File: src/pkg/fault_comm_pkg.sv
package fault_comm_pkg;

  // ==========================================================================
  // Register widths and layout
  // ==========================================================================
  localparam int REG_W = 16;
  // Communication-state-change field inside the reaction control word.
  localparam int CTRL_MODE_LSB = 4;
  localparam int CTRL_MODE_W = 2;
  localparam logic [15:0] CTRL_RESET = 16'h0000;
  // Status word bits.
  localparam int STAT_OTHER_PENDING = 0;
  localparam int STAT_RESET_LOCKED = 1;
  localparam int STAT_WAIT_RESET = 2;

  // ==========================================================================
  // Reaction modes
  // ==========================================================================
  localparam logic [1:0] MODE_IMMEDIATE = 2'h0;
  localparam logic [1:0] MODE_WAIT_DISABLE = 2'h1;
  localparam logic [1:0] MODE_WAIT_RESET = 2'h2;

  // ==========================================================================
  // Communication states
  // ==========================================================================
  typedef enum logic [3:0] {
    ST_OTHER = 4'h1,
    ST_OP = 4'h2,
    ST_ERR_SAFE_OP = 4'h4,
    ST_RETURN = 4'h8
  } comm_state_t;

endpackage : fault_comm_pkg

File: src/pkg/channel_fault_if.sv
`timescale 1ns/1ps
interface channel_fault_if;
  logic fault;
  logic enabled;
  logic reset_cmd;
  logic lock_fault;
  logic wait_reset_fault;
  modport ctrl (input fault, enabled, reset_cmd, output lock_fault,
    wait_reset_fault);
  modport chan (output fault, enabled, reset_cmd, input lock_fault,
    wait_reset_fault);
endinterface : channel_fault_if

File: src/design/channel_fault_latch.sv
`timescale 1ns/1ps
module channel_fault_latch (
  input wire logic clk,
  input wire logic rst,
  input wire logic fault_in,
  input wire logic reset_ok,
  output logic fault_held
);

  typedef struct packed {
    logic held;
  } latch_t;

  latch_t cur;
  latch_t next_cur;

  // A new fault wins over an error reset in the same cycle.
  always_comb begin
    next_cur = cur;
    if (reset_ok) begin
      next_cur.held = 1'b0;
    end
    if (fault_in) begin
      next_cur.held = 1'b1;
    end
  end

  always_ff @(posedge clk) begin
    if (rst) begin
      cur <= '0;
    end else begin
      cur <= next_cur;
    end
  end

  assign fault_held = cur.held;

endmodule : channel_fault_latch

File: src/design/fatal_error_comm_state_control.sv
`timescale 1ns/1ps
// What this block does
// - Default: fatal error moves Op to ErrSafe-Op.
// - Either channel's fatal error stops both channels.
// - ErrSafe-Op invalidates actual values and disables group.
// - Mode 0: immediate change, error bit set.
// - Mode 1: change after healthy channel disables.
// - Mode 2: change only on reset command.
// - Bit 0: other channel error awaits our disable.
// - Bit 1: own error awaits other's disable.
// - Error reset refused while bit 1 set.
// - Bit 2: own error awaits reset command.
// - Auto return to Op after reset, flag set.
module fatal_error_comm_state_control (
  input wire logic clk,
  input wire logic rst,
  input wire logic op_request,
  input wire logic safe_op_request,
  input wire logic await_valid_counter_flag,
  input wire logic [1:0] fault,
  input wire logic [1:0] enabled,
  input wire logic [1:0] reset_cmd,
  input wire logic ctrl_wr,
  input wire logic [15:0] ctrl_wdata,
  output logic [15:0] error_reaction_control,
  output logic [15:0] extra_drive_status_0,
  output logic [15:0] extra_drive_status_1,
  output logic in_op,
  output logic state_error,
  output logic values_valid,
  output logic [1:0] channel_stop,
  output logic [1:0] reset_accepted
);

  // ==========================================================================
  // Per-channel fault latches
  // ==========================================================================
  logic [1:0] fault_held;
  logic [1:0] reset_ok;
  channel_fault_if ch_if[2] ();

  for (genvar i = 0; i < 2; i++) begin : g_ch
    assign ch_if[i].fault = fault[i];
    assign ch_if[i].enabled = enabled[i];
    assign ch_if[i].reset_cmd = reset_cmd[i];
    channel_fault_latch u_latch (
      .clk(clk),
      .rst(rst),
      .fault_in(ch_if[i].fault),
      .reset_ok(reset_ok[i]),
      .fault_held(fault_held[i])
    );
  end

  // ==========================================================================
  // State
  // ==========================================================================
  typedef struct packed {
    fault_comm_pkg::comm_state_t state;
    logic err_flag;
    logic [15:0] ctrl;
    logic [1:0] lock;
    logic [1:0] wait_rst;
    logic [1:0] stop;
    logic [1:0] rst_ack;
  } ctl_t;

  ctl_t cur;
  ctl_t next_cur;
  logic [1:0] mode;
  logic any_fault;
  logic go_err;

  function automatic logic other_bit(input logic [1:0] v, input int i);
    return v[1 - i];
  endfunction : other_bit

  assign mode = cur.ctrl[fault_comm_pkg::CTRL_MODE_LSB +:
    fault_comm_pkg::CTRL_MODE_W];
  assign any_fault = |fault_held;

  // Reset is refused while this channel waits on the other one.
  for (genvar i = 0; i < 2; i++) begin : g_rst
    assign reset_ok[i] = reset_cmd[i] & ~cur.lock[i];
  end

  always_comb begin
    next_cur = cur;
    go_err = 1'b0;
    next_cur.rst_ack = reset_ok;
    if (ctrl_wr) begin
      next_cur.ctrl = ctrl_wdata;
    end
    for (int i = 0; i < 2; i++) begin
      next_cur.lock[i] = 1'b0;
      next_cur.wait_rst[i] = 1'b0;
      if (cur.state == fault_comm_pkg::ST_OP && fault_held[i]) begin
        if (mode == fault_comm_pkg::MODE_WAIT_DISABLE &&
            other_bit(enabled, i)) begin
          next_cur.lock[i] = 1'b1;
        end
        if (mode == fault_comm_pkg::MODE_WAIT_RESET) begin
          next_cur.wait_rst[i] = 1'b1;
        end
      end
    end
    case (cur.state)
      fault_comm_pkg::ST_OTHER: begin
        if (op_request && !any_fault) begin
          next_cur.state = fault_comm_pkg::ST_OP;
        end
      end
      fault_comm_pkg::ST_OP: begin
        if (any_fault) begin
          case (mode)
            fault_comm_pkg::MODE_WAIT_DISABLE: begin
              // Healthy channel keeps running until it is disabled.
              go_err = ~(fault_held[0] ? enabled[1] : enabled[0]) |
                (&fault_held);
            end
            fault_comm_pkg::MODE_WAIT_RESET: begin
              go_err = |reset_cmd;
            end
            default: begin
              go_err = 1'b1;
            end
          endcase
        end
        if (go_err) begin
          next_cur.state = fault_comm_pkg::ST_ERR_SAFE_OP;
          next_cur.err_flag = 1'b1;
          next_cur.stop = 2'h3;
          next_cur.lock = 2'h0;
          next_cur.wait_rst = 2'h0;
        end else if (safe_op_request) begin
          next_cur.state = fault_comm_pkg::ST_OTHER;
        end
      end
      fault_comm_pkg::ST_ERR_SAFE_OP: begin
        if (!any_fault) begin
          next_cur.err_flag = 1'b0;
          next_cur.stop = 2'h0;
          next_cur.state = await_valid_counter_flag ?
            fault_comm_pkg::ST_RETURN : fault_comm_pkg::ST_OTHER;
        end
      end
      fault_comm_pkg::ST_RETURN: begin
        next_cur.state = fault_comm_pkg::ST_OP;
      end
      default: begin
        next_cur.state = fault_comm_pkg::ST_OTHER;
      end
    endcase
  end

  always_ff @(posedge clk) begin
    if (rst) begin
      cur <= '{state: fault_comm_pkg::ST_OTHER,
               ctrl: fault_comm_pkg::CTRL_RESET,
               default: '0};
    end else begin
      cur <= next_cur;
    end
  end

  // ==========================================================================
  // Outputs
  // ==========================================================================
  assign ch_if[0].lock_fault = cur.lock[0];
  assign ch_if[1].lock_fault = cur.lock[1];
  assign ch_if[0].wait_reset_fault = cur.wait_rst[0];
  assign ch_if[1].wait_reset_fault = cur.wait_rst[1];

  // Reserved bits read as zero; bit 0 mirrors the other channel's lock.
  assign extra_drive_status_0 = {13'h0000, cur.wait_rst[0], cur.lock[0],
    cur.lock[1]};
  assign extra_drive_status_1 = {13'h0000, cur.wait_rst[1], cur.lock[1],
    cur.lock[0]};
  assign error_reaction_control = cur.ctrl;
  assign in_op = cur.state == fault_comm_pkg::ST_OP;
  assign state_error = cur.err_flag;
  assign values_valid = in_op;
  assign channel_stop = cur.stop;
  assign reset_accepted = cur.rst_ack;

endmodule : fatal_error_comm_state_control

File: config.mk
export PLATFORM = sky130hd
export DESIGN_NAME = fatal_error_comm_state_control
export DESIGN_NICKNAME = d
export VERILOG_FILES = /design/src/pkg/fault_comm_pkg.sv /design/src/pkg/channel_fault_if.sv /design/src/design/channel_fault_latch.sv /design/src/design/fatal_error_comm_state_control.sv
export SDC_FILE = /design/constraint.sdc
export NUM_CORES = 1
export LEC_CHECK = 0
export BUFFER_PORTS_ARGS = -buffer_cell sky130_fd_sc_hd__buf_4
export CAP_MARGIN = 40
export CELL_PAD_IN_SITES_DETAIL_PLACEMENT = 0
export CELL_PAD_IN_SITES_GLOBAL_PLACEMENT = 1
export CORE_ASPECT_RATIO = 1.2
export CORE_MARGIN = 2
export CORE_UTILIZATION = 32
export DETAILED_ROUTE_END_ITERATION = 6
export PLACE_DENSITY = 0.91
export SLEW_MARGIN = 15
export SYNTH_ARGS = -nofsm -noshare
export SYNTH_HDL_FRONTEND = slang
export SYNTH_HIERARCHICAL = 1
export SYNTH_SLANG_ARGS = --single-unit
File: constraint.sdc
create_clock -name clk -period 2.1 [get_ports clk]
set_clock_uncertainty 0.05 [all_clocks]
set_input_delay 0.105 -clock clk [delete_from_list [all_inputs] [get_ports clk]]
set_output_delay 0.105 -clock clk [all_outputs]
set_load 0.02 [all_outputs]
* Word level (Yosys, flattened, before mapping)
Cells that the tools add are included.
Storage, ports and cells: input port bits 28, register bits after elaboration 31, output and inout port bits 55, logic and storage cells 66
Operators by class: equality and inequality tests 10, reductions and logical operators 14, multiplexer cells 27, bitwise operators 6
Operators with widths (count):
- 4-bit two-way mux | 5
- 4-bit one-hot mux with 4 select lines | 1
- 1-bit two-way mux | 15
- 6-bit two-way mux | 1
- 3-bit AND reduction | 2
- 2-bit nonzero test | 3
- 1-bit logical AND | 5
- 5-bit two-way mux | 1
- 4-bit by 1-bit equality test with 1-bit output (second input constant) | 1
- 4-bit by 2-bit equality test with 1-bit output (second input constant) | 1
- 4-bit by 3-bit equality test with 1-bit output (second input constant) | 1
- 4-bit equality test (second input constant) | 1
- 2-bit != test (second input constant) | 2
- 1-bit one-hot mux with 2 select lines | 2
- 2-bit one-hot mux with 2 select lines | 1
- 2-bit OR reduction | 2
- 3-bit by 2-bit != test with 1-bit output (second input constant) | 1
- 1-bit NOT | 3
- 1-bit AND | 2
- 2-bit by 1-bit equality test with 1-bit output (second input constant) | 1
- 2-bit equality test (second input constant) | 1
- 2-bit two-way mux | 1
- 2-bit by 1-bit != test with 1-bit output (second input constant) | 1
- 2-bit AND reduction | 1
- 2 further kinds | 2

* Longest topological paths before layout
Gate-level depths: netlist of run 1.
depth after elaboration 8, gate-level depth with buffers 7, depth with buffers taken out 7

* Cells and area by module
The synthesis of run 1 kept the hierarchy.
By module, submodules not included:
- fatal_error_comm_state_control | seq. area each 560.5 µm², area each 1540.2 µm², cells each 174, instances 1
- channel_fault_latch | seq. area each 20.0 µm², area each 38.8 µm², cells each 4, instances 2

* Least setup slack after synthesis of run 1
OpenSTA, ideal clock, no wires.
kind register -> register, from register cur[25] (netlist bit), to register cur[25] (netlist bit), cell stages (with the launch flop) 6, library setup time 0.144 ns, data arrival time 1.544 ns, path buffers 1, data required time 1.906 ns, setup slack 0.362 ns, clock period less this slack 1.738 ns, path through dfxtp_1 > buf_4 > nor4b_2 > o21ai_1 > o21ai_1 > a32oi_1
On the way: cells in the longest elaborated chain, start to end 3, elaborated cells between the ends (all ways) 9, those cells by class eq/ne: 7; mux: 1; reduce/logical: 1
RTL lines:
- start: declaration | RTL line fatal_error_comm_state_control.sv:68 | ctl_t cur;
- start signal: assignment | RTL line fatal_error_comm_state_control.sv:158 | cur <= '{state: fault_comm_pkg::ST_OTHER,
- start signal: assignment | RTL line fatal_error_comm_state_control.sv:162 | cur <= next_cur;
- 4-bit by 2-bit equality test with 1-bit output *
- named net in_op | RTL line fatal_error_comm_state_control.sv:28 | output logic in_op,
- 3-bit by 2-bit != test with 1-bit output (no line)
- 3-bit AND reduction (no line)
Mark *: on every way through the listed nets, which the timed path passes. The rest lies on a longest branch. A chain may end at the register's enable or synchronous reset.

* Final worst setup path of run 1
from register cur (netlist bit error_reaction_control[4]), to register cur[25] (netlist bit)
On the way: cells in the longest elaborated chain, start to end 6, elaborated cells between the ends (all ways) 9, those cells by class eq/ne: 3; mux: 5; reduce/logical: 1
RTL lines:
- 2-bit equality test or 2-bit by 1-bit equality test with 1-bit output (tied branches) | RTL line fatal_error_comm_state_control.sv:115 | case (mode)
- 1-bit one-hot mux with 2 select lines * | RTL line fatal_error_comm_state_control.sv:115
- 1-bit two-way mux * | RTL line fatal_error_comm_state_control.sv:114 | if (any_fault) begin
- 1-bit two-way mux * | RTL line fatal_error_comm_state_control.sv:107 | case (cur.state)
- 4-bit two-way mux or 3-bit by 2-bit != test with 1-bit output (tied branches)
- 4-bit one-hot mux with 4 select lines or 3-bit AND reduction (tied branches)
Every way passes the cells marked *; elsewhere a longest branch is shown, timed or not. The select of a mux whose other input is x is not followed.

==> results of run 1 <==
[power by group]
part           internal [mW]  leakage, nW  switching, mW
clock                  0.348       0.0579          0.209
combinational          0.171        0.615          0.188
sequential             0.611        0.247         0.0535
[synth_stat cells, types with 3 or more instances]
| library cell | number |
|---|---|
| nor2_1 | 23 |
| nor3_1 | 4 |
| a21oi_1 | 4 |
| nand2_1 | 11 |
| mux2i_1 | 16 |
| nand2b_1 | 4 |
| buf_4 | 55 |
| inv_1 | 4 |
| nor2b_1 | 4 |
| dfxtp_1 | 30 |
| o21ai_1 | 3 |
[state kept, by name (all words and copies together), names as in the netlist]
register	flops
state_error	1
extra_drive_status_1	1
g_ch.u_latch/fault_held	2
reset_accepted	2
cur	4
error_reaction_control	16
extra_drive_status_0	3
channel_stop	1
[placed cells by master, fill, tap and decap left out, types with 5 or more instances in the layout]
| cell type | n |
|---|---|
| buf_4 | 57 |
| clkbuf_8 | 5 |
| conb_1 | 26 |
| dfxtp_1 | 30 |
| mux2i_1 | 16 |
| nand2_1 | 11 |
| nor2_1 | 23 |
[routing by layer]
layer  vias to the layer above  GRT usage, %
met5                         -             0
met2                        71          16.3
li1                        569             -
met4                         0          4.90
met1                       487          11.2
met3                         5          4.66
[metrics by stage]
stage | instances | utilization, % | power, mW | setup slack [ns] | hold slack, ns
final | 273 | 38.6 | 1.58 | 0.376 | 0.00742
after floorplan | 207 | - | 0.995 | 0.362 | 0.117
after CTS | 273 | 38.6 | 1.60 | 0.373 | 0.00365
after global routing | 273 | 38.6 | 1.68 | 0.137 | 0.00545
after global placement | 265 | 36.4 | 1.03 | 0.460 | 0.289
after detailed placement | 265 | 36.4 | 1.04 | 0.401 | 0.299
[layout make-up]
cell class,instances,area [um^2]
Sequential cell,30,601
Clock buffer,5,68.8
Fill cell,513,3010
Clock inverter,3,40.0
Multi-Input combinational cell,114,666
Timing Repair Buffer,57,428
Inverter,4,15.0
Tap cell,60,75.1
[worst min-delay path by stage]
stage / end / slack (ns) / cells after the start
2_1_floorplan: g_ch[0].u_latch/fault_held$_SDFFE_PP0P_ / 0.12 / 1
3_3_place_gp: error_reaction_control[1]$_SDFFE_PP0P_ / 0.29 / 3
3_5_place_dp: error_reaction_control[5]$_SDFFE_PP0P_ / 0.30 / 3
4_1_cts: error_reaction_control[5]$_SDFFE_PP0P_ / 0.004 / 3
5_1_grt: error_reaction_control[5]$_SDFFE_PP0P_ / 0.005 / 3
6_report: error_reaction_control[0]$_SDFFE_PP0P_ / 0.007 / 3
[logic make-up (layout without fill, tap and decap cells)]
family | Yosys count | in the layout | synth area share, %
flip-flops | 30 | 30 | 37.1
buffers and inverters | 63 | 69 | 27.5
AND/OR/NAND/NOR | 53 | 53 | 16.2
other | 1 | 26 | 0.232
multiplexers | 16 | 16 | 9.90
AO/OA/AOI/OAI | 14 | 14 | 5.88
adder cells (fa/ha/maj) | 2 | 2 | 1.55
XOR/XNOR | 3 | 3 | 1.62
[critical path: cells and delay by family (launching register included)]
family / cells / cell delay (ns)
AO/OA/AOI/OAI: 5 / 0.89
buffers and inverters: 1 / 0.06
flip-flops: 1 / 0.37
adder cells (fa/ha/maj): 1 / 0.22
==> impl_metrics.xml, run 1 <==
<?xml version="1.0" encoding="UTF-8"?>
<metrics>
  <group name="drt">
    <metric name="num_vias" unit="">1132</metric>
    <metric name="avgViaCountPerCell" unit="">4.15</metric>
    <metric name="drt_wl_total" unit="um">2910</metric>
    <metric name="wl_per_cell" unit="um">10.7</metric>
    <metric name="detail_route.iter0.violations" unit="">72</metric>
    <metric name="routed.top_layer" unit="">met4</metric>
    <metric name="dr_wl_met3" unit="um">395</metric>
    <metric name="routed_length_on_met2" unit="um">1300</metric>
    <metric name="postRouteAntennaNets" unit="">0</metric>
    <metric name="wl_met1" unit="um">1170</metric>
    <metric name="drt_drc_violations_left" unit="">0</metric>
    <metric name="drt_first_pass_iters" unit="">4</metric>
  </group>
  <group name="synth">
    <metric name="synth.area.top_cells" unit="">dfxtp_1, buf_4, mux2i_1, nor2_1, nand2_1</metric>
    <metric name="synth_flop_cell" unit="">dfxtp_1</metric>
    <metric name="postSynthCellCount" unit="">182</metric>
    <metric name="synth_top_area_share" unit="%">37.1</metric>
    <metric name="synth.distinct_cells" unit="">29</metric>
    <metric name="synth_seq_cells" unit="">30</metric>
    <metric name="yosys_warnings" unit="">6</metric>
    <metric name="ys_async_sr_fraction" unit="%">0</metric>
    <metric name="post_synth.cell_area_avg" unit="um^2">8.89</metric>
    <metric name="synth.cell_area" unit="um^2">1620</metric>
    <metric name="edff_count_synth" unit="">0</metric>
    <metric name="synth.yosys.seq_area_share" unit="%">37.1</metric>
    <metric name="post-synth-top-area-cell" unit="">dfxtp_1</metric>
  </group>
  <group name="finish">
    <metric name="number_of_diodes_added_for_antenna_fixing" unit="">0</metric>
    <metric name="layout-drive-gt1-share" unit="%">31.9</metric>
    <metric name="area_growth" unit="%">17.0</metric>
    <metric name="stdcell_area" unit="um^2">1890</metric>
    <metric name="finalNetCount" unit="">242</metric>
  </group>
  <group name="setup_path">
    <metric name="worstReg2RegEnd" unit="">cur[25]$_SDFFE_PP1P_</metric>
    <metric name="regToRegSetupSlack" unit="ns">0.38</metric>
    <metric name="timing.critical_path.mode_cell" unit="">o21ai_1</metric>
    <metric name="crit_arrival" unit="ns">1.81</metric>
    <metric name="cp_slowest_cell" unit="">dfxtp_1</metric>
    <metric name="crit_path_cell_trace" unit="">inv_1 &gt; ha_1 &gt; o21a_1 &gt; a311oi_1 &gt; o21ai_1 &gt; o21ai_1 &gt; a32oi_1</metric>
    <metric name="worstPathMaxFanout" unit="">7</metric>
    <metric name="setup.worst_path.end_class" unit="">register</metric>
    <metric name="startpoint_kind_of_the_worst_setup_timing_path" unit="">register</metric>
    <metric name="rr_worst_depth" unit="">7</metric>
    <metric name="crit_start" unit="">error_reaction_control[4]$_SDFFE_PP0P_</metric>
    <metric name="cpPeakStageDelay" unit="ns">0.37</metric>
    <metric name="critical_path.reg2reg.startpoint" unit="">error_reaction_control[4]$_SDFFE_PP0P_</metric>
    <metric name="ws_path_type" unit="">reg -&gt; reg</metric>
    <metric name="setup.worst_path.end" unit="">cur[25]$_SDFFE_PP1P_</metric>
    <metric name="worst_ep_required_time" unit="ns">2.19</metric>
  </group>
  <group name="timing">
    <metric name="totalNegativeSetupSlack" unit="ns">0</metric>
    <metric name="final_min_period_over_clock_period" unit="%">82.1</metric>
    <metric name="report.final.hold_viol_count" unit="">0</metric>
    <metric name="fmax" unit="MHz">580</metric>
    <metric name="fin_crit" unit="ns">1.72</metric>
    <metric name="rsz0062_at_grt" unit="">no</metric>
    <metric name="slew_headroom" unit="%">64.5</metric>
    <metric name="setup_viol" unit="">0</metric>
    <metric name="worst_pin_slew" unit="ns">0.525</metric>
    <metric name="slew_violations" unit="">0</metric>
  </group>
  <group name="clock_network">
    <metric name="clock_tree.buffer_depth" unit="">2</metric>
    <metric name="cts_tree" unit="">built</metric>
    <metric name="clk_transition_reported_paths" unit="ns">0.06</metric>
    <metric name="clk-insertion-delay-late" unit="ns">0.28</metric>
    <metric name="cts_root_buffer" unit="">clkbuf_8</metric>
    <metric name="post-cts-setup-buffer-count" unit="">0</metric>
    <metric name="tritoncts.num_buffers" unit="">5</metric>
    <metric name="cts_resized" unit="">0</metric>
    <metric name="cts_htree_levels" unit="">2</metric>
    <metric name="clock-sinks" unit="">30</metric>
    <metric name="post_cts_hold_buffer_count" unit="">0</metric>
  </group>
  <group name="floorplan">
    <metric name="std_cell_rows" unit="">28</metric>
    <metric name="design.core.area" unit="um^2">4900</metric>
    <metric name="die-area" unit="um^2">5640</metric>
    <metric name="die_w" unit="um">68.9</metric>
    <metric name="initial_utilization" unit="%">33.0</metric>
    <metric name="die_h" unit="um">81.9</metric>
    <metric name="io_pins" unit="">83</metric>
  </group>
  <group name="hold_path">
    <metric name="worst_min_path_start" unit="">ctrl_wdata[0]</metric>
    <metric name="worstHoldPathType" unit="">in -&gt; reg</metric>
  </group>
  <group name="global_route">
    <metric name="groute.usage.overall" unit="%">10.1</metric>
    <metric name="number_of_antenna_violations_at_the_first_check_in_global_routing" unit="">0</metric>
    <metric name="vias_in_the_first_global_route" unit="">976</metric>
    <metric name="grt_remaining_overflow" unit="">0</metric>
    <metric name="grt_start_max_net_pins" unit="">30</metric>
    <metric name="grt_pass1_wl" unit="um">4190</metric>
  </group>
  <group name="place">
    <metric name="hpwl" unit="um">2210</metric>
    <metric name="dpl-instance-area" unit="um^2">1780</metric>
    <metric name="gp_congestion" unit="">0.802</metric>
    <metric name="io_buffer_count" unit="">56</metric>
  </group>
  <group name="power_and_ir_drop">
    <metric name="ir_worst_vdd" unit="mV">0.278</metric>
    <metric name="power_per_cell_area" unit="nW/um^2">835</metric>
    <metric name="leakage" unit="nW">0.920</metric>
  </group>
  <group name="outcome">
    <metric name="outcome" unit="">finished clean</metric>
  </group>
  <group name="run">
    <metric name="max_cap_viol_count" unit="">0</metric>
  </group>
</metrics>
Power figures use the tool's default switching activity.
==> inputs of run 2 (changes only) <==
Settings changed: CORE_UTILIZATION 32 to 29, PLACE_DENSITY 0.91 to 0.87.
Clock period 2.1 ns to 1.55 ns, I/O delays scaled along.
==> run 2 against run 1 <==
  * Worst hold slack improved by 0.0015 ns
  * Sequential cell count stayed put
  * Register-to-register slack lost 0.33 ns
  * Wire length grew 14%
  * Sequential share of layout area down 4.2 points
  * Critical endpoint unchanged
==> impl_metrics.xml, run 2 (synthesized netlist as in run 1, its figures left out) <==
<?xml version="1.0" encoding="UTF-8"?>
<metrics>
  <group name="power_and_ir_drop">
    <metric name="share_comb_of_total_power" unit="%">26.3</metric>
    <metric name="leakage" unit="nW">1.05</metric>
    <metric name="clockPowerShare" unit="%">34.1</metric>
    <metric name="sequential_group_share_of_total_power" unit="%">39.6</metric>
    <metric name="p_int" unit="mW">1.60</metric>
    <metric name="power.total" unit="mW">2.25</metric>
    <metric name="power_per_cell_area" unit="nW/um^2">1020</metric>
    <metric name="p_sw_share" unit="%">28.9</metric>
    <metric name="ir_worst_vdd" unit="mV">0.375</metric>
    <metric name="switchingPower" unit="mW">0.651</metric>
  </group>
  <group name="setup_path">
    <metric name="worstPathMaxFanout" unit="">7</metric>
    <metric name="ws_path_type" unit="">reg -&gt; reg</metric>
    <metric name="cp_slowest_cell" unit="">dfxtp_2</metric>
    <metric name="setup.worst_path.end_class" unit="">register</metric>
    <metric name="cpLargestDelayFamily" unit="">compound AO/OA/AOI/OAI gates</metric>
    <metric name="crit_path_cell_trace" unit="">inv_2 &gt; ha_4 &gt; o21a_1 &gt; a311oi_2 &gt; o21ai_2 &gt; o21ai_1 &gt; a32oi_1</metric>
    <metric name="startpoint_kind_of_the_worst_setup_timing_path" unit="">register</metric>
    <metric name="cpPeakStageDelay" unit="ns">0.33</metric>
    <metric name="path_buf_inv" unit="">1</metric>
    <metric name="worst_ep_required_time" unit="ns">1.65</metric>
    <metric name="crit_arrival" unit="ns">1.60</metric>
  </group>
  <group name="timing">
    <metric name="final_min_period_over_clock_period" unit="%">97.1</metric>
    <metric name="fin_crit" unit="ns">1.51</metric>
    <metric name="totalNegativeSetupSlack" unit="ns">0</metric>
    <metric name="slew_violations" unit="">0</metric>
    <metric name="report.final.hold_viol_count" unit="">0</metric>
    <metric name="fmax" unit="MHz">664</metric>
    <metric name="rsz0062_at_grt" unit="">yes</metric>
    <metric name="setup_viol" unit="">0</metric>
  </group>
  <group name="floorplan">
    <metric name="std_cell_rows" unit="">29</metric>
    <metric name="die_w" unit="um">72.2</metric>
    <metric name="die-area" unit="um^2">6190</metric>
    <metric name="initial_utilization" unit="%">30.3</metric>
    <metric name="design.core.area" unit="um^2">5330</metric>
    <metric name="io_pins" unit="">83</metric>
    <metric name="die_h" unit="um">85.8</metric>
  </group>
  <group name="global_route">
    <metric name="vias_in_the_first_global_route" unit="">1149</metric>
    <metric name="number_of_antenna_violations_at_the_first_check_in_global_routing" unit="">0</metric>
    <metric name="grt_pass1_wl" unit="um">5130</metric>
    <metric name="grt_start_max_net_pins" unit="">30</metric>
    <metric name="groute.usage.overall" unit="%">10.8</metric>
    <metric name="grt_remaining_overflow" unit="">0</metric>
  </group>
  <group name="finish">
    <metric name="layout-drive-gt1-share" unit="%">36.1</metric>
    <metric name="instances_no_fill" unit="">303</metric>
    <metric name="nFillCells" unit="">528</metric>
    <metric name="final_common_cell" unit="">buf_4</metric>
    <metric name="mostFrequentLayoutCells" unit="">buf_4, conb_1, dfxtp_1, nor2_1, dlygate4sd3_1</metric>
    <metric name="number_of_diodes_added_for_antenna_fixing" unit="">0</metric>
    <metric name="post-route-util" unit="%">41.3</metric>
    <metric name="finalNetCount" unit="">270</metric>
    <metric name="largest_register_ff_count" unit="">16</metric>
    <metric name="area_growth" unit="%">36.1</metric>
  </group>
  <group name="drt">
    <metric name="postRouteAntennaNets" unit="">0</metric>
    <metric name="avgViaCountPerCell" unit="">4.18</metric>
    <metric name="drt_wl_total" unit="um">3320</metric>
    <metric name="num_vias" unit="">1267</metric>
    <metric name="drt_drc_violations_left" unit="">0</metric>
    <metric name="drt_first_pass_iters" unit="">4</metric>
    <metric name="detail_route.iter0.violations" unit="">28</metric>
    <metric name="wl_per_cell" unit="um">10.9</metric>
  </group>
  <group name="clock_network">
    <metric name="clk_transition_reported_paths" unit="ns">0.07</metric>
    <metric name="clock_tree.buffer_depth" unit="">2</metric>
    <metric name="tritoncts.num_buffers" unit="">5</metric>
    <metric name="cts_htree_levels" unit="">2</metric>
    <metric name="clk-insertion-delay-late" unit="ns">0.28</metric>
    <metric name="clock-sinks" unit="">30</metric>
    <metric name="cts_root_buffer" unit="">clkbuf_8</metric>
    <metric name="cts_tree" unit="">built</metric>
  </group>
  <group name="place">
    <metric name="hpwl" unit="um">2270</metric>
    <metric name="io_buffer_count" unit="">56</metric>
    <metric name="gp_congestion" unit="">0.701</metric>
    <metric name="dp.cells" unit="">272</metric>
  </group>
  <group name="run">
    <metric name="max_cap_viol_count" unit="">0</metric>
  </group>
  <group name="hold_path">
    <metric name="worstHoldPathType" unit="">in -&gt; reg</metric>
  </group>
  <group name="outcome">
    <metric name="outcome" unit="">finished clean</metric>
  </group>
</metrics>
[run 2: cell types whose count changed in the layout (fill, tap and decap cells not counted), moves of 2 or more]
| cell | change |
|---|---|
| ha_1 | -2 |
| dlygate4sd3_1 | +20 |
| buf_4 | +8 |
| dfxtp_1 | -5 |
| dfxtp_2 | +5 |
[run 2: metrics by stage]
step / cell area [um^2] / setup slack, ns / hold WS, ns
CTS: 2150 / 0.00761 / 0.00542
global route: 2200 / -0.0361 / 0.0133
detailed placement: 1840 / -0.0615 / 0.269
floorplan: 1720 / 0.00478 / 0.0899
finish: 2200 / 0.0445 / 0.00897
global placement: 1840 / 0.00523 / 0.263
[run 2: final timing paths]
path	end	startpoint	slack, ns	cells past startpoint
worst max-delay path	cur[25]$_SDFFE_PP1P_	error_reaction_control[4]$_SDFFE_PP0P_	0.04	7
worst min register to register	state_error$_SDFFE_PP0P_	state_error$_SDFFE_PP0P_	0.40	2
worst max register to register	cur[25]$_SDFFE_PP1P_	error_reaction_control[4]$_SDFFE_PP0P_	0.04	7
worst min-delay path	extra_drive_status_0[1]$_SDFF_PP0_	enabled[1]	0.009	3
[run 2: worst reg2reg max path, cell delays in order (launching register included)]
cell and delay (ns):
dfxtp_2 0.33, inv_2 0.04, ha_4 0.15, o21a_1 0.11, a311oi_2 0.30, o21ai_2 0.15, o21ai_1 0.17, a32oi_1 0.06
[run 2: area by class of cell]
cell class	instances	area (um^2)	share of cell area, %
clock buffers	5	68.8	3.13
clock inverters	3	40.0	1.82
inverters	4	15.0	0.682
multi-input cells	114	706	32.0
flip-flops and latches	30	607	27.6
well taps	62	77.6	3.52
repair buffers	85	688	31.3
[run 2: what timing repair did]
action | in CTS | in global routing
hold buffers | 20 | 0
endpoints found under the hold margin | 20 | 0
setup buffers | 0 | 3
endpoints found under the setup margin | 5 | 9
gates resized for setup | 1 | 10
pin swaps | 2 | 6
[run 2: layer usage]
metal  global-route usage, %  part of all wire (%)  vias to the layer above
met1                    10.7                    39                      562
met5                       0                     0                        -
met2                    18.8                    47                       66
met3                    5.17                    12                        6
li1                        -                     -                      633
met4                    5.15                   1.8                        0
[run 2: power groups by stage]
| stage | Clock, mW | Sequential (mW) | Combinational, mW |
|---|---|---|---|
| 6_report | 0.768 | 0.893 | 0.593 |
| 5_1_grt | 0.841 | 0.904 | 0.644 |
| 4_1_cts | 0.793 | 0.884 | 0.580 |
| 3_5_place_dp | 0 | 0.901 | 0.535 |
| 3_3_place_gp | 0 | 0.898 | 0.529 |
| 2_1_floorplan | 0 | 0.879 | 0.481 |
==> inputs of run 3 (changes only) <==
--- a/constraint.sdc
+++ b/constraint.sdc
@@ -3,3 +3,3 @@
 set_input_delay 0.0775 -clock clk [delete_from_list [all_inputs] [get_ports clk]]
 set_output_delay 0.0775 -clock clk [all_outputs]
-set_load 0.02 [all_outputs]
+set_load 0.01 [all_outputs]
==> run 3 against run 2 <==
  * Combinational power is 7.9% lower
  * Sequential share of layout area about the same
  * Via count down 0.32%
  * Core utilization about the same
  * Register-to-register slack better by 0.05 ns
  * First-iteration DRC count is 50% lower
  * Power fell by 2.3%
  * Worst setup slack improved by 0.036 ns
  * Clock power decreased by 1%
  * Wire length rose by 1.0%
  * Sequential cell count is the same
  * Critical endpoint is now values_valid
  * Largest cell class unchanged
  * Highest routed layer unchanged
==> impl_metrics.xml, run 3 (synthesized netlist as in run 1, its figures left out) <==
<?xml version="1.0" encoding="UTF-8"?>
<metrics>
  <group name="drt">
    <metric name="wl_per_cell" unit="um">11.1</metric>
    <metric name="avgViaCountPerCell" unit="">4.17</metric>
    <metric name="drt_first_pass_iters" unit="">4</metric>
    <metric name="routed.top_layer" unit="">met4</metric>
    <metric name="wl_met1" unit="um">1380</metric>
    <metric name="routed_length_on_met2" unit="um">1570</metric>
    <metric name="drt_drc_violations_left" unit="">0</metric>
    <metric name="dr_wl_met3" unit="um">337</metric>
    <metric name="detail_route.iter0.violations" unit="">14</metric>
    <metric name="postRouteAntennaNets" unit="">0</metric>
    <metric name="num_vias" unit="">1263</metric>
    <metric name="drt_wl_total" unit="um">3350</metric>
  </group>
  <group name="clock_network">
    <metric name="clk_transition_reported_paths" unit="ns">0.06</metric>
    <metric name="cts_root_buffer" unit="">clkbuf_8</metric>
    <metric name="cts_htree_levels" unit="">2</metric>
    <metric name="clk-insertion-delay-late" unit="ns">0.28</metric>
    <metric name="tritoncts.num_buffers" unit="">5</metric>
    <metric name="clock_tree.buffer_depth" unit="">2</metric>
    <metric name="cts_tree" unit="">built</metric>
    <metric name="clock-sinks" unit="">30</metric>
  </group>
  <group name="timing">
    <metric name="fmax" unit="MHz">681</metric>
    <metric name="fin_crit" unit="ns">1.47</metric>
    <metric name="final_min_period_over_clock_period" unit="%">94.8</metric>
    <metric name="rsz0062_at_grt" unit="">yes</metric>
    <metric name="totalNegativeSetupSlack" unit="ns">0</metric>
    <metric name="report.final.hold_viol_count" unit="">0</metric>
    <metric name="setup_viol" unit="">0</metric>
    <metric name="slew_violations" unit="">0</metric>
  </group>
  <group name="global_route">
    <metric name="vias_in_the_first_global_route" unit="">1214</metric>
    <metric name="grt_pass1_wl" unit="um">5230</metric>
    <metric name="groute.usage.overall" unit="%">11.0</metric>
    <metric name="grt_start_max_net_pins" unit="">30</metric>
    <metric name="grt_remaining_overflow" unit="">0</metric>
    <metric name="number_of_antenna_violations_at_the_first_check_in_global_routing" unit="">0</metric>
  </group>
  <group name="floorplan">
    <metric name="die_w" unit="um">72.2</metric>
    <metric name="die-area" unit="um^2">6190</metric>
    <metric name="io_pins" unit="">83</metric>
    <metric name="die_h" unit="um">85.8</metric>
    <metric name="std_cell_rows" unit="">29</metric>
    <metric name="design.core.area" unit="um^2">5330</metric>
    <metric name="initial_utilization" unit="%">30.3</metric>
  </group>
  <group name="finish">
    <metric name="area_growth" unit="%">36.2</metric>
    <metric name="mostFrequentLayoutCells" unit="">buf_4, conb_1, dfxtp_1, nor2_1, dlygate4sd3_1</metric>
    <metric name="final_common_cell" unit="">buf_4</metric>
    <metric name="number_of_diodes_added_for_antenna_fixing" unit="">0</metric>
    <metric name="nFillCells" unit="">524</metric>
    <metric name="layout-drive-gt1-share" unit="%">36.1</metric>
    <metric name="instances_no_fill" unit="">303</metric>
    <metric name="largest_register_ff_count" unit="">16</metric>
    <metric name="finalNetCount" unit="">270</metric>
  </group>
  <group name="place">
    <metric name="gp_congestion" unit="">0.787</metric>
    <metric name="dp.cells" unit="">273</metric>
    <metric name="hpwl" unit="um">2310</metric>
    <metric name="io_buffer_count" unit="">56</metric>
  </group>
  <group name="run">
    <metric name="max_cap_viol_count" unit="">0</metric>
  </group>
  <group name="setup_path">
    <metric name="worstPathMaxFanout" unit="">5</metric>
    <metric name="worst_ep_required_time" unit="ns">1.42</metric>
    <metric name="setup.worst_path.end_class" unit="">output port</metric>
    <metric name="crit_arrival" unit="ns">1.34</metric>
    <metric name="startpoint_kind_of_the_worst_setup_timing_path" unit="">register</metric>
    <metric name="ws_path_type" unit="">reg -&gt; out</metric>
  </group>
  <group name="outcome">
    <metric name="outcome" unit="">finished clean</metric>
  </group>
  <group name="hold_path">
    <metric name="worstHoldPathType" unit="">in -&gt; reg</metric>
  </group>
  <group name="power_and_ir_drop">
    <metric name="leakage" unit="nW">1.05</metric>
    <metric name="power_per_cell_area" unit="nW/um^2">999</metric>
    <metric name="ir_worst_vdd" unit="mV">0.329</metric>
  </group>
</metrics>
[run 3: changes by cell type in the layout (fill, tap and decap cells not counted)]
| cell | delta |
|---|---|
| dfxtp_1 | -1 |
| dfxtp_2 | +1 |
| inv_1 | +1 |
| inv_2 | -1 |
[run 3: final timing paths]
check / from / end / slack (ns) / cells after the start
setup / recovery: cur[25]$_SDFFE_PP1P_ / values_valid / 0.08 / 4
hold / removal: enabled[1] / extra_drive_status_0[1]$_SDFF_PP0_ / 0.02 / 3
setup reg to reg: cur[28]$_SDFFE_PP0P_ / cur[25]$_SDFFE_PP1P_ / 0.09 / 5
hold reg to reg: state_error$_SDFFE_PP0P_ / state_error$_SDFFE_PP0P_ / 0.41 / 2
[run 3: final cells by class]
type,instances,area (um^2),area share (%)
Clock inverter,3,40.0,1.82
Timing Repair Buffer,85,688,31.2
Sequential cell,30,608,27.6
Clock buffer,5,68.8,3.12
Multi-Input combinational cell,114,706,32.0
Tap cell,62,77.6,3.52
Inverter,4,15.0,0.681
[run 3: critical path: stages, from the launching register on]
cell     delay, ns
dfxtp_2       0.35
buf_4         0.16
nor4b_4       0.27
buf_4         0.16
buf_4         0.11
[run 3: what timing repair did]
| item | CTS | global route |
|---|---|---|
| hold buffers | 20 | 0 |
| setup endpoints to repair | 5 | 12 |
| buffers inserted | 0 | 2 |
| gates resized for setup | 2 | 9 |
| endpoints found under the hold margin | 20 | 0 |
| pin swaps | 0 | 6 |
[run 3: stage by stage]
step / util (%) / power [mW] / setup slack [ns] / hold WS (ns) / cell area (um^2)
floorplan: - / 1.29 / 0.00177 / 0.0899 / 1720
global placement: 34.4 / 1.36 / 0.000684 / 0.263 / 1840
detailed placement: 34.4 / 1.37 / -0.0262 / 0.272 / 1840
CTS: 40.5 / 2.20 / 0.0229 / 0.00609 / 2160
global route: 41.3 / 2.33 / -0.0168 / 0.0220 / 2200
finish: 41.3 / 2.20 / 0.0809 / 0.0175 / 2200
[run 3: layer usage]
layer	vias up	GRT usage, %
met5	-	0
li1	627	-
met1	567	11.9
met3	7	4.47
met4	0	4.12
met2	62	18.8
[run 3: power by group]
part	internal, mW	switching (mW)
Combinational	0.304	0.241
Sequential	0.834	0.0620
Clock	0.472	0.287
Total	1.61	0.591
